==> src/verilog/fsd_pkg.sv <==
// Constants and types of the flash command sequence decoder
package fsd_pkg;
  localparam int AW = 26;
  localparam int SECT_LSB = 17;
  localparam int SW = AW - SECT_LSB;
  localparam logic [10:0] A_UNL1 = 11'h555;
  localparam logic [10:0] A_UNL2 = 11'h2AA;
  localparam logic [7:0] D_UNL1 = 8'hAA;
  localparam logic [7:0] D_UNL2 = 8'h55;
  localparam logic [7:0] C_ER_SETUP = 8'h80;
  localparam logic [7:0] C_CHIP = 8'h10;
  localparam logic [7:0] C_SECT = 8'h30;
  localparam logic [7:0] C_PROG = 8'hA0;
  localparam logic [7:0] C_BUF = 8'h25;
  localparam logic [7:0] C_BUF_CONF = 8'h29;
  localparam logic [7:0] C_RESET = 8'hF0;
  localparam logic [7:0] C_RESET_ALT = 8'hFF;
  localparam logic [7:0] C_BLANK = 8'h33;
  localparam logic [7:0] C_EVAL = 8'hD0;
  localparam logic [7:0] C_ESUSP = 8'hB0;
  localparam logic [7:0] C_ERES = 8'h30;
  localparam logic [7:0] C_PSUSP = 8'h51;
  localparam logic [7:0] C_PRES = 8'h50;
  localparam logic [7:0] C_ID = 8'h90;
  localparam logic [7:0] C_CFI = 8'h98;
  localparam logic [7:0] C_NV_ERASE = 8'hC8;
  localparam logic [7:0] C_NV_READ = 8'hC6;
  localparam logic [7:0] C_PROT = 8'h40;
  localparam logic [15:0] PCW_RESET = 16'hFFFF;
  localparam int PERS_LOCK_BIT = 1;
  localparam int PWD_LOCK_BIT = 2;
  localparam logic [1:0] PR_PCW = 2'h0;
  localparam logic [1:0] PR_STAT = 2'h1;
  localparam logic [1:0] PR_VOL = 2'h2;
  localparam logic [1:0] PR_PERS = 2'h3;
  localparam logic [15:0] ONES = 16'hFFFF;
  typedef enum logic [1:0] {MODE_ARRAY, MODE_ID, MODE_PROT} fsd_mode_t;
  typedef enum logic [3:0] {SQ_IDLE, SQ_UNL1, SQ_UNL2, SQ_ER_SETUP, SQ_ER_UNL1, SQ_ER_UNL2,
    SQ_PROG, SQ_BUF_WC, SQ_BUF_DATA, SQ_BUF_CONF, SQ_NV_READ, SQ_PROT_PROG} fsd_seq_t;
  typedef enum logic [3:0] {OP_NONE, OP_CHIP_ERASE, OP_SECT_ERASE, OP_WORD_PROG, OP_BUF_LOAD,
    OP_BUF_PROG, OP_BUF_ABORT, OP_BLANK, OP_EVAL, OP_ESUSP, OP_ERES, OP_PSUSP, OP_PRES,
    OP_NV_ERASE, OP_PROT_PROG} fsd_op_t;
  typedef struct packed {
    logic wr;
    logic rd;
    logic [AW-1:0] addr;
    logic [15:0] wdata;
  } fsd_bus_t;
  typedef struct packed {
    fsd_op_t op;
    logic [AW-1:0] addr;
    logic [SW-1:0] sector;
    logic [15:0] data;
  } fsd_cmd_t;
  typedef struct packed {
    fsd_seq_t seq;
    fsd_mode_t mode;
    logic [15:0] rdata;
    logic rdata_valid;
    fsd_cmd_t cmd;
    logic cmd_valid;
    logic first;
    logic er_busy;
    logic er_sector;
    logic esusp;
    logic pg_busy;
    logic psusp;
    logic buf_abort;
    logic [SW-1:0] buf_sect;
    logic [8:0] buf_cnt;
    logic [SW-1:0] erase_sect;
    logic [15:0] pcw;
  } fsd_state_t;
endpackage

==> src/verilog/fsd_decoder.sv <==
// Command sequence decoder of the flash device
//
// Added by the designer: strobed register access and the register offsets.
`timescale 1ns/1ps
module fsd_decoder (
  // Clock and reset
  input wire logic clk_sys,
  input wire logic resetn,
  // Host word bus, one transfer per strobe
  input fsd_pkg::fsd_bus_t bus,
  input wire logic cs_n,
  // Data sources inside the device
  input wire logic [15:0] array_rdata,
  input wire logic [15:0] id_rdata,
  input wire logic [15:0] nvcfg_word,
  input wire logic sect_vol_open,
  input wire logic sect_pers_open,
  input wire logic op_done,
  // Read answer
  output logic [15:0] rdata,
  output logic rdata_valid,
  // Command towards the program and erase engine
  output fsd_pkg::fsd_cmd_t cmd,
  output logic cmd_valid,
  // Device state
  output fsd_pkg::fsd_mode_t mode,
  output logic erase_suspended,
  output logic prog_suspended,
  output logic buf_aborted
);
  import fsd_pkg::*;

  // Match one cycle on the low address and low data bits only
  function automatic logic hit(input logic [AW-1:0] a, input logic [15:0] d,
                               input logic [10:0] ea, input logic [7:0] ed);
    hit = (a[10:0] == ea) && (d[7:0] == ed);
  endfunction

  // Sector index, low-order bits dropped
  function automatic logic [SW-1:0] sect(input logic [AW-1:0] a);
    sect = a[AW-1:SECT_LSB];
  endfunction

  fsd_state_t s;
  fsd_state_t next_s;
  logic busy;
  logic a555;
  logic [7:0] dl;

  assign busy = s.er_busy | s.pg_busy;
  assign a555 = bus.addr[10:0] == A_UNL1;
  assign dl = bus.wdata[7:0];

  // ****************************************
  // Sequence decoding
  // ****************************************
  always_comb begin
    next_s = s;
    next_s.cmd_valid = 1'b0;
    next_s.rdata_valid = 1'b0;
    next_s.cmd.addr = bus.addr;
    next_s.cmd.sector = sect(bus.addr);
    next_s.cmd.data = bus.wdata;
    if (cs_n) begin
      next_s.first = 1'b1;
    end
    // Engine finished: running op ends, suspended ones stay
    if (op_done) begin
      if (s.pg_busy && !s.psusp) begin
        next_s.pg_busy = 1'b0;
      end else if (s.er_busy && !s.esusp) begin
        next_s.er_busy = 1'b0;
        next_s.er_sector = 1'b0;
      end
    end
    if (bus.wr) begin
      next_s.seq = SQ_IDLE;
      case (s.seq)
        SQ_IDLE: begin
          if (hit(bus.addr, bus.wdata, A_UNL1, D_UNL1)) begin
            next_s.seq = SQ_UNL1;
          end else if (s.buf_abort) begin
            // Only the full abort reset leaves the abort state
            next_s.seq = SQ_IDLE;
          end else if (s.mode == MODE_PROT && dl == C_PROG) begin
            next_s.seq = SQ_PROT_PROG;
          end else if (dl == C_RESET || (dl == C_RESET_ALT && s.mode == MODE_ID)) begin
            next_s.mode = MODE_ARRAY;
          end else if (dl == C_CFI && a555) begin
            if (s.mode == MODE_ID || (s.mode == MODE_ARRAY && !busy)) begin
              next_s.mode = MODE_ID;
            end
          end else if (s.mode == MODE_ARRAY) begin
            if (dl == C_ESUSP && s.er_sector && !s.esusp) begin
              next_s.esusp = 1'b1;
              next_s.cmd.op = OP_ESUSP;
              next_s.cmd_valid = 1'b1;
            end else if (dl == C_ERES && s.esusp) begin
              next_s.esusp = 1'b0;
              next_s.cmd.op = OP_ERES;
              next_s.cmd_valid = 1'b1;
            end else if (dl == C_PSUSP && s.pg_busy && !s.psusp) begin
              next_s.psusp = 1'b1;
              next_s.cmd.op = OP_PSUSP;
              next_s.cmd_valid = 1'b1;
            end else if (dl == C_PRES && s.psusp) begin
              next_s.psusp = 1'b0;
              next_s.cmd.op = OP_PRES;
              next_s.cmd_valid = 1'b1;
            end else if ((dl == C_BLANK || dl == C_EVAL) && a555 && !busy) begin
              next_s.cmd.op = (dl == C_BLANK) ? OP_BLANK : OP_EVAL;
              next_s.cmd_valid = 1'b1;
              next_s.er_busy = 1'b1;
            end
          end
        end
        SQ_UNL1: begin
          if (hit(bus.addr, bus.wdata, A_UNL2, D_UNL2)) begin
            next_s.seq = SQ_UNL2;
          end
        end
        SQ_UNL2: begin
          if (dl == C_RESET && a555) begin
            // Abort reset also drops any open space
            next_s.buf_abort = 1'b0;
            next_s.mode = MODE_ARRAY;
          end else if (s.buf_abort) begin
            next_s.seq = SQ_IDLE;
          end else if (dl == C_ER_SETUP && a555 && !busy) begin
            next_s.seq = SQ_ER_SETUP;
          end else if (dl == C_PROG && a555 && (!busy || (s.esusp && !s.pg_busy))) begin
            next_s.seq = SQ_PROG;
          end else if (dl == C_BUF && (!busy || (s.esusp && !s.pg_busy))) begin
            next_s.seq = SQ_BUF_WC;
            next_s.buf_sect = sect(bus.addr);
          end else if (dl == C_ID && a555 && (!busy || s.esusp)) begin
            next_s.mode = MODE_ID;
          end else if (dl == C_NV_ERASE && a555 && !busy) begin
            next_s.cmd.op = OP_NV_ERASE;
            next_s.cmd_valid = 1'b1;
            next_s.er_busy = 1'b1;
          end else if (dl == C_NV_READ && a555) begin
            next_s.seq = SQ_NV_READ;
          end else if (dl == C_PROT && a555 && !busy) begin
            next_s.mode = MODE_PROT;
          end
        end
        SQ_ER_SETUP: begin
          if (hit(bus.addr, bus.wdata, A_UNL1, D_UNL1)) begin
            next_s.seq = SQ_ER_UNL1;
          end
        end
        SQ_ER_UNL1: begin
          if (hit(bus.addr, bus.wdata, A_UNL2, D_UNL2)) begin
            next_s.seq = SQ_ER_UNL2;
          end
        end
        SQ_ER_UNL2: begin
          if (dl == C_CHIP && a555) begin
            next_s.cmd.op = OP_CHIP_ERASE;
            next_s.cmd_valid = 1'b1;
            next_s.er_busy = 1'b1;
          end else if (dl == C_SECT) begin
            next_s.cmd.op = OP_SECT_ERASE;
            next_s.cmd_valid = 1'b1;
            next_s.er_busy = 1'b1;
            next_s.er_sector = 1'b1;
            next_s.erase_sect = sect(bus.addr);
          end
        end
        SQ_PROG: begin
          // The sector under a suspended erase cannot be programmed
          if (!(s.esusp && sect(bus.addr) == s.erase_sect)) begin
            next_s.cmd.op = OP_WORD_PROG;
            next_s.cmd_valid = 1'b1;
            next_s.pg_busy = 1'b1;
          end
        end
        SQ_BUF_WC: begin
          if (sect(bus.addr) == s.buf_sect && !(s.esusp && s.buf_sect == s.erase_sect)) begin
            next_s.buf_cnt = bus.wdata[8:0];
            next_s.seq = SQ_BUF_DATA;
          end else begin
            next_s.buf_abort = 1'b1;
            next_s.cmd.op = OP_BUF_ABORT;
            next_s.cmd_valid = 1'b1;
          end
        end
        SQ_BUF_DATA: begin
          next_s.cmd_valid = 1'b1;
          if (sect(bus.addr) != s.buf_sect) begin
            next_s.buf_abort = 1'b1;
            next_s.cmd.op = OP_BUF_ABORT;
          end else begin
            next_s.cmd.op = OP_BUF_LOAD;
            next_s.buf_cnt = s.buf_cnt - 9'h001;
            next_s.seq = (s.buf_cnt == 9'h000) ? SQ_BUF_CONF : SQ_BUF_DATA;
          end
        end
        SQ_BUF_CONF: begin
          next_s.cmd_valid = 1'b1;
          if (dl == C_BUF_CONF && sect(bus.addr) == s.buf_sect) begin
            next_s.cmd.op = OP_BUF_PROG;
            next_s.pg_busy = 1'b1;
          end else begin
            next_s.buf_abort = 1'b1;
            next_s.cmd.op = OP_BUF_ABORT;
          end
        end
        SQ_PROT_PROG: begin
          if (!bus.wdata[PERS_LOCK_BIT] && !bus.wdata[PWD_LOCK_BIT]) begin
            next_s.mode = MODE_ARRAY;
          end else begin
            next_s.pcw = s.pcw & bus.wdata;
            next_s.cmd.op = OP_PROT_PROG;
            next_s.cmd_valid = 1'b1;
          end
        end
        default: begin
          next_s.seq = SQ_IDLE;
        end
      endcase
    end else if (bus.rd) begin
      // A read breaks a half-written unlock or erase sequence
      if (s.seq inside {SQ_UNL1, SQ_UNL2, SQ_ER_SETUP, SQ_ER_UNL1, SQ_ER_UNL2}) begin
        next_s.seq = SQ_IDLE;
      end
      next_s.first = cs_n;
      if (s.seq == SQ_NV_READ) begin
        next_s.seq = SQ_IDLE;
        next_s.rdata = nvcfg_word;
        next_s.rdata_valid = s.first;
      end else if (s.mode == MODE_ID) begin
        next_s.rdata = id_rdata;
        next_s.rdata_valid = 1'b1;
      end else if (s.mode == MODE_PROT) begin
        // Register words: only the first word of a frame counts
        next_s.rdata_valid = s.first;
        case (bus.addr[1:0])
          PR_PCW: next_s.rdata = s.pcw;
          PR_STAT: next_s.rdata = {ONES[15:3], sect_pers_open, sect_vol_open,
                                   sect_pers_open & sect_vol_open};
          PR_VOL: next_s.rdata = {ONES[15:1], sect_vol_open};
          default: next_s.rdata = {ONES[15:1], sect_pers_open};
        endcase
      end else begin
        next_s.rdata = array_rdata;
        next_s.rdata_valid = 1'b1;
      end
    end
  end

  // ****************************************
  // State register
  // ****************************************
  always_ff @(posedge clk_sys) begin
    if (!resetn) begin
      s <= '0;
      s.seq <= SQ_IDLE;
      s.mode <= MODE_ARRAY;
      s.first <= 1'b1;
      s.pcw <= PCW_RESET;
    end else begin
      s <= next_s;
    end
  end

  // Outputs straight from the state register
  assign rdata = s.rdata;
  assign rdata_valid = s.rdata_valid;
  assign cmd = s.cmd;
  assign cmd_valid = s.cmd_valid;
  assign mode = s.mode;
  assign erase_suspended = s.esusp;
  assign prog_suspended = s.psusp;
  assign buf_aborted = s.buf_abort;
endmodule // fsd_decoder

==> config.mk <==
export PLATFORM = sky130hd
export DESIGN_NAME = fsd_decoder
export DESIGN_NICKNAME = d
export VERILOG_FILES = /design/src/verilog/fsd_pkg.sv /design/src/verilog/fsd_decoder.sv
export SDC_FILE = /design/constraint.sdc
export NUM_CORES = 1
export LEC_CHECK = 0
export BUFFER_PORTS_ARGS = -buffer_cell sky130_fd_sc_hd__buf_4
export CAP_MARGIN = 20
export CORE_MARGIN = 2
export CORE_UTILIZATION = 57
export CTS_BUF_LIST = sky130_fd_sc_hd__clkbuf_4 sky130_fd_sc_hd__clkbuf_8 sky130_fd_sc_hd__clkbuf_16
export DETAILED_ROUTE_END_ITERATION = 12
export PLACE_DENSITY = 0.85
export SYNTH_ARGS = -nofsm -noshare
export SYNTH_HDL_FRONTEND = slang
export SYNTH_SLANG_ARGS = --single-unit
export TNS_END_PERCENT = 5
==> constraint.sdc <==
create_clock -name clk_sys -period 5.1 [get_ports clk_sys]
set_input_delay 1.02 -clock clk_sys [delete_from_list [all_inputs] [get_ports clk_sys]]
set_output_delay 1.02 -clock clk_sys [all_outputs]
set_load 0.02 [all_outputs]
# Word level (Yosys, flattened, before mapping)
# Cells that the tools add are included.
dict set report classes {
  addsub 1
  n_eq_ne 74
  muxes 167
  bitwise 18
  n_reduce_logical 75
}
# cell count
set op_table {}
lappend op_table {{$mux 4} 40}
lappend op_table {{$mux 9} 11}
lappend op_table {{$eq 8x8->1 const B} 11}
lappend op_table {{$mux 1} 76}
lappend op_table {{$mux 17} 3}
lappend op_table {{$mux 49} 1}
lappend op_table {{$pmux 16 s3} 1}
lappend op_table {{$mux 2} 22}
lappend op_table {{$ne 2x2->1 const B} 22}
lappend op_table {{$logic_and 1x1->1} 36}
lappend op_table {{$eq 8x6->1 const B} 4}
lappend op_table {{$eq 8x7->1 const B} 4}
lappend op_table {{$mux 16} 2}
lappend op_table {{$pmux 4 s8} 1}
lappend op_table {{$pmux 4 s7} 1}
lappend op_table {{$eq 9x9->1} 3}
lappend op_table {{$ne 3x3->1 const B} 7}
lappend op_table {{$reduce_and 20->1} 1}
lappend op_table {{$pmux 9 s2} 1}
lappend op_table {{$and 16x16->16} 1}
lappend op_table {{$eq 4x3->1 const B} 4}
lappend op_table {{$eq 4x4->1 const B} 4}
lappend op_table {{$not 1->1} 15}
lappend op_table {{$reduce_and 15->1} 1}
lappend op_table {{39 further kinds} 63}
dict set report word_totals {
  register_bits 129
  input_bits 98
  output_inout_bits 78
  word_cells 355
}

# Longest topological paths before layout
dict set report logic_depth {
  ltp_word 18
  depth_mapped 10
  ltp_nobuf 9
}

# Worst setup path before layout
# OpenSTA, ideal clock, no wires.
dict set report synth_path {
  kind {in2reg}
  from {input port bus[3] (netlist bit)}
  to {register s, in the netlist cmd[54]}
  arrival_time_ns 2.831
  slack_ns 2.197
  stages 10
  n_path_buf 3
  cell_sequence {buf_6 -> or4_4 -> buf_6 -> nor4_4 -> a21oi_1 -> nand2_1 -> o31a_1 -> and2_1 -> buf_6 -> mux2i_1}
}
dict set report synth_between {
  elab_chain_len 14
  word_cells_on_any_way 68
  classes_between {eq/ne (28); mux (14); reduce/logical (26)}
}
# item line_no
set synth_lines {}
lappend synth_lines {{from (decl)} fsd_decoder.sv:10} ;# input fsd_pkg::fsd_bus_t bus,
lappend synth_lines {{$eq 8x6->1} {fsd_decoder.sv:110, fsd_decoder.sv:111}}
lappend synth_lines {{$mux 4} fsd_decoder.sv:111} ;# next_s.cmd.op = (dl == C_BLANK) ? OP_BLANK : OP_EVAL;
lappend synth_lines {{$mux 4} fsd_decoder.sv:110} ;# end else if ((dl == C_BLANK || dl == C_EVAL) && a555 && !busy) begin
lappend synth_lines {{$mux 4} fsd_decoder.sv:106} ;# end else if (dl == C_PRES && s.psusp) begin
lappend synth_lines {{$mux 4} fsd_decoder.sv:102} ;# end else if (dl == C_PSUSP && s.pg_busy && !s.psusp) begin
lappend synth_lines {{$mux 4} fsd_decoder.sv:98} ;# end else if (dl == C_ERES && s.esusp) begin
lappend synth_lines {{$mux 4} fsd_decoder.sv:94} ;# if (dl == C_ESUSP && s.er_sector && !s.esusp) begin
lappend synth_lines {{$mux 4} fsd_decoder.sv:93} ;# end else if (s.mode == MODE_ARRAY) begin
lappend synth_lines {{$mux 4} fsd_decoder.sv:89} ;# end else if (dl == C_CFI && a555) begin
lappend synth_lines {{$mux 4} fsd_decoder.sv:87} ;# end else if (dl == C_RESET || (dl == C_RESET_ALT && s.mode == MODE_ID)) begin
lappend synth_lines {{$mux 4} fsd_decoder.sv:85} ;# end else if (s.mode == MODE_PROT && dl == C_PROG) begin
lappend synth_lines {{$mux 4} fsd_decoder.sv:82} ;# end else if (s.buf_abort) begin
lappend synth_lines {{$mux 4} fsd_decoder.sv:80} ;# if (hit(bus.addr, bus.wdata, A_UNL1, D_UNL1)) begin
lappend synth_lines {{$pmux 4 s8} fsd_decoder.sv:78} ;# case (s.seq)
lappend synth_lines {{to (signal assigned)} fsd_decoder.sv:264} ;# s <= next_s;
lappend synth_lines {{to (decl)} fsd_decoder.sv:44} ;# fsd_state_t s;
# Several ways; a longest one is shown, not always the timed one. The select of a mux whose other input is x is not followed.
# A chain may end at the register's enable or synchronous reset.

# Final worst setup path
dict set report layout_path {
  from {register s[128] (netlist bit)}
  to {register s[33] (netlist bit)}
}
dict set report layout_between {
  elab_chain_len 3
  word_cells_on_any_way 7
  classes_between {eq/ne (4); mux (1); reduce/logical (2)}
}
# item line_no
set layout_lines {}
lappend layout_lines {{$eq 4x4->1 / $eq 4x3->1 (equally long branches)} fsd_decoder.sv:78}
lappend layout_lines {{$ne 2x2->1 (no source line) / $reduce_bool 2->1 (equally long branches)} -}
lappend layout_lines {{$reduce_and 4->1 (no source line)} -}
# Several ways; a longest one is shown, not always the timed one.

==> key figures <==
Timing
  – Fin. max-slew vios: 0
  – Worst Clk Skew: 0.006768 ns
  – Setup tns final: 0 ns
  – Max Clock Freq: 315.1 MHz
  – Worst-margin pin slew: 1.103 ns
  – Hold Vio Cnt, Final: 0
  – Hold Slack: 0.4629 ns
  – Min cycle time layout: 3.173 ns
  – Final setup viols: 0
  – RSZ-0062 raised after global routing: false
  – Final Cycle Share: 62.22%
  – Relative slew slack: 26.31%

Synth
  – Top post-synthesis cells by area: dfxtp_1 34%, buf_4 7.9%, nand2_1 5.2%
  – Ys Warns: 0
  – Avg Cell Area, Syn: 8.108 um^2
  – Seq/Total Area, Yosys: 34.05%
  – Main flop type after synthesis: dfxtp_1
  – Syn nets: 973
  – Cells after Synth: 870
  – Async SR Flop Fraction: 0%
  – Mapped cell area: 0.007054 mm^2
  – Netlist cell types: 74
  – Number of synthesized flops with an enable pin: 0
  – #FFs+latches synth: 120
  – Area fraction of the dominant cell type after synthesis: 34.05%
  – Leading area contributor after synthesis: dfxtp_1

Setup path
  – CP Max Fanout: 25
  – Worst Setup End Kind: flip-flop
  – Arrival time worst endpoint: 3.48 ns
  – Worst path cell trace: nor2b_1, nand2_1, a21oi_1, and2_1, o21ai_0, a32o_1
  – CP Launch Type: flip-flop
  – CP top delay family: simple AND/OR/NAND/NOR gates
  – Crit-path max cell delay: 0.88 ns
  – R2R setup slack: 1.93 ns
  – WP buf/inv: 0
  – Worst Setup Path Type: flip-flop to flip-flop
  – CP Data Required Time: 5.41 ns
  – Slowest cell on the critical path: dfxtp_1

Clock tree
  – Worst-Skew Late Latency: 0.41 ns
  – CTS tree: done
  – Reg clk slew, reported paths: 0.06 ns
  – Hold_buf cts: 0
  – Post-CTS Setup Inserts: 0
  – Root Buffer: clkbuf_16
  – Num CTS Buffers: 17
  – Max Buffers Root-to-Sink: 2
  – CTS sink cnt: 120
  – Post_cts resized: 0
  – H-tree Lvls: 4

Finish
  – Area Growth Syn to Fin: 19.10%
  – Finished Layout Cells: 1121
  – Diode count: 0
  – Multi-input logic area: 0.003811 mm^2
  – # fillers: 991
  – Final Util: 69.66%
  – Register Area: 0.002402 mm^2
  – # nets final: 1043
  – Post-route cell area: 0.008402 mm^2
  – Share of layout cells above drive strength 1: 23.50%

Floorplan
  – Placeable Area: 0.01206 mm^2
  – Die Wd: 115.2 um
  – Initial Utilization: 58.49%
  – Die Ht: 115.2 um
  – Num ports: 176
  – Num rows: 40
  – Die Area: 0.01328 mm^2

Routing
  – Vias per cell: 5.773
  – Total number of vias: 6471
  – Routed Antenna Nets: 0
  – DR iter-0 viols: 665
  – Drt drc: 0
  – WL/cell: 17.59 um
  – Initial DRT Pass Iterations: 5
  – Final wirelength: 19.72 mm

Placement
  – Routability-driven placement congestion ratio: 0.9906
  – Port buffer count: 175
  – Cell Area, Placed: 0.007809 mm^2
  – HPWL Detailed: 14.22 mm
  – Placed cells: 1089

Power and ir drop
  – Power Density: 288.9 mW/mm^2
  – Peak supply drop: 171.3 uV
  – Pleak: 0.003554 uW

GRT
  – Largest net degree at the start of global routing: 65
  – Global-route wire length before repair: 30.67 mm
  – GRT Overall Usage: 29.53%
  – Vias in the first global route: 6068
  – GRT Residual Overflow: 0
  – Initial antenna violation count: 0

Job
  – # Max-Cap Violations: 0

Min path
  – Hold crit path type: flip-flop to flip-flop

Outcome
  – Status: completed
-- worst register-to-register path, delay by kind of cell, from the launching register on --
family	cells	cell delay, ns
AND/OR/NAND/NOR	3	1.25
AO/OA/AOI/OAI	3	0.95
flip-flops	1	0.88
-- where the power goes --
part           switching [uW]  internal [uW]  total, uW
logic                     139            126        266
clock network             462            728       1190
registers                9.05            962        971
total                     611           1820       2430
-- state kept, by name, summed over array words and instances, names as in the netlist --
name	flops
buf_aborted	1
cmd	46
cmd_valid	1
erase_suspended	1
mode	2
prog_suspended	1
rdata	16
rdata_valid	1
s	51
-- cell usage in the layout (no fill, tap or decap), types with 3 or more instances in the layout --
cell type and n:
mux2i_1 26, nor3b_1 5, or2_2 3, and3_1 5, a2111oi_0 4, buf_4 178, inv_6 5, a21oi_1 37
nor2_1 53, o211ai_1 5, xnor2_1 19, a211oi_1 18, and2b_1 3, nor4bb_1 3, o31ai_1 7, nand4_1 20
clkinv_4 5, dfxtp_1 120, nand2_1 98, clkbuf_16 17, a22oi_1 15, nor4b_1 3, nor2b_1 42, o31a_1 3
maj3_1 13, o21a_1 3, a21boi_0 11, o21ai_0 50, o211a_1 3, xor2_1 10, nor3_1 13, or4_1 3
and2_1 48, nand3_1 21, nand2b_1 11, nor4_1 9, inv_1 11, ha_1 5
-- per-stage QoR --
step | setup slack [ns] | power (uW)
after floorplan | 2.197 | 1157
final | 1.927 | 2427
after detailed placement | 1.724 | 1255
after global routing | 1.770 | 2504
after global placement | 1.800 | 1252
after CTS | 2.020 | 2437
-- path summary, 6_finish.rpt --
path | end | depth (start not counted) | from
worst min-delay path | s[7] | 2 | s[7]
worst min register to register | s[7] | 2 | s[7]
worst max-delay path | s[33] | 6 | s[128]
worst max register to register | s[33] | 6 | s[128]
-- Yosys cell counts (all sizes together) (5+ instances only) --
cell	instances
xnor2	19
ha	5
a21oi	37
dfxtp	120
nor3b	5
o31ai	7
nor3	13
and2	48
o211ai	5
a21boi	12
nand2b	11
maj3	13
nand4	20
inv	11
a22oi	15
and3	6
nand3	21
buf	92
nor2b	42
a211oi	19
mux2i	26
o21ai	51
nor2	54
clkbuf	35
xor2	10
nand2	98
nor4	11
-- routing by layer --
layer / wire, um / track usage (%) / share of wire, % / vias up
met5: 0 / 0 / 0 / -
met4: 748 / 14.94 / 3.8 / 0
met3: 1658 / 7.064 / 8.4 / 68
met2: 9256 / 48.16 / 47 / 357
met1: 8054 / 36.47 / 41 / 2935
li1: - / - / - / 3111
-- final cells by class --
type	instances	share of cell area [%]
Clock buffer	17	5.063
Clock inverter	15	1.996
Inverter	13	0.5808
Multi-Input combinational cell	610	45.36
Sequential cell	120	28.59
Tap cell	168	2.502
Timing Repair Buffer	178	15.90
-- logic make-up (layout without fill, tap and decap cells) --
group,count (synthesis),in the layout,synth area share (%)
simple gates,354,354,26.76
buf+inv,140,223,11.92
compound gates,183,183,17.24
fa+ha+maj,18,18,2.731
xor+xnor,29,29,3.601
mux,26,26,3.689
flops,120,120,34.05
No activity file was read; power rests on OpenSTA's default activity.
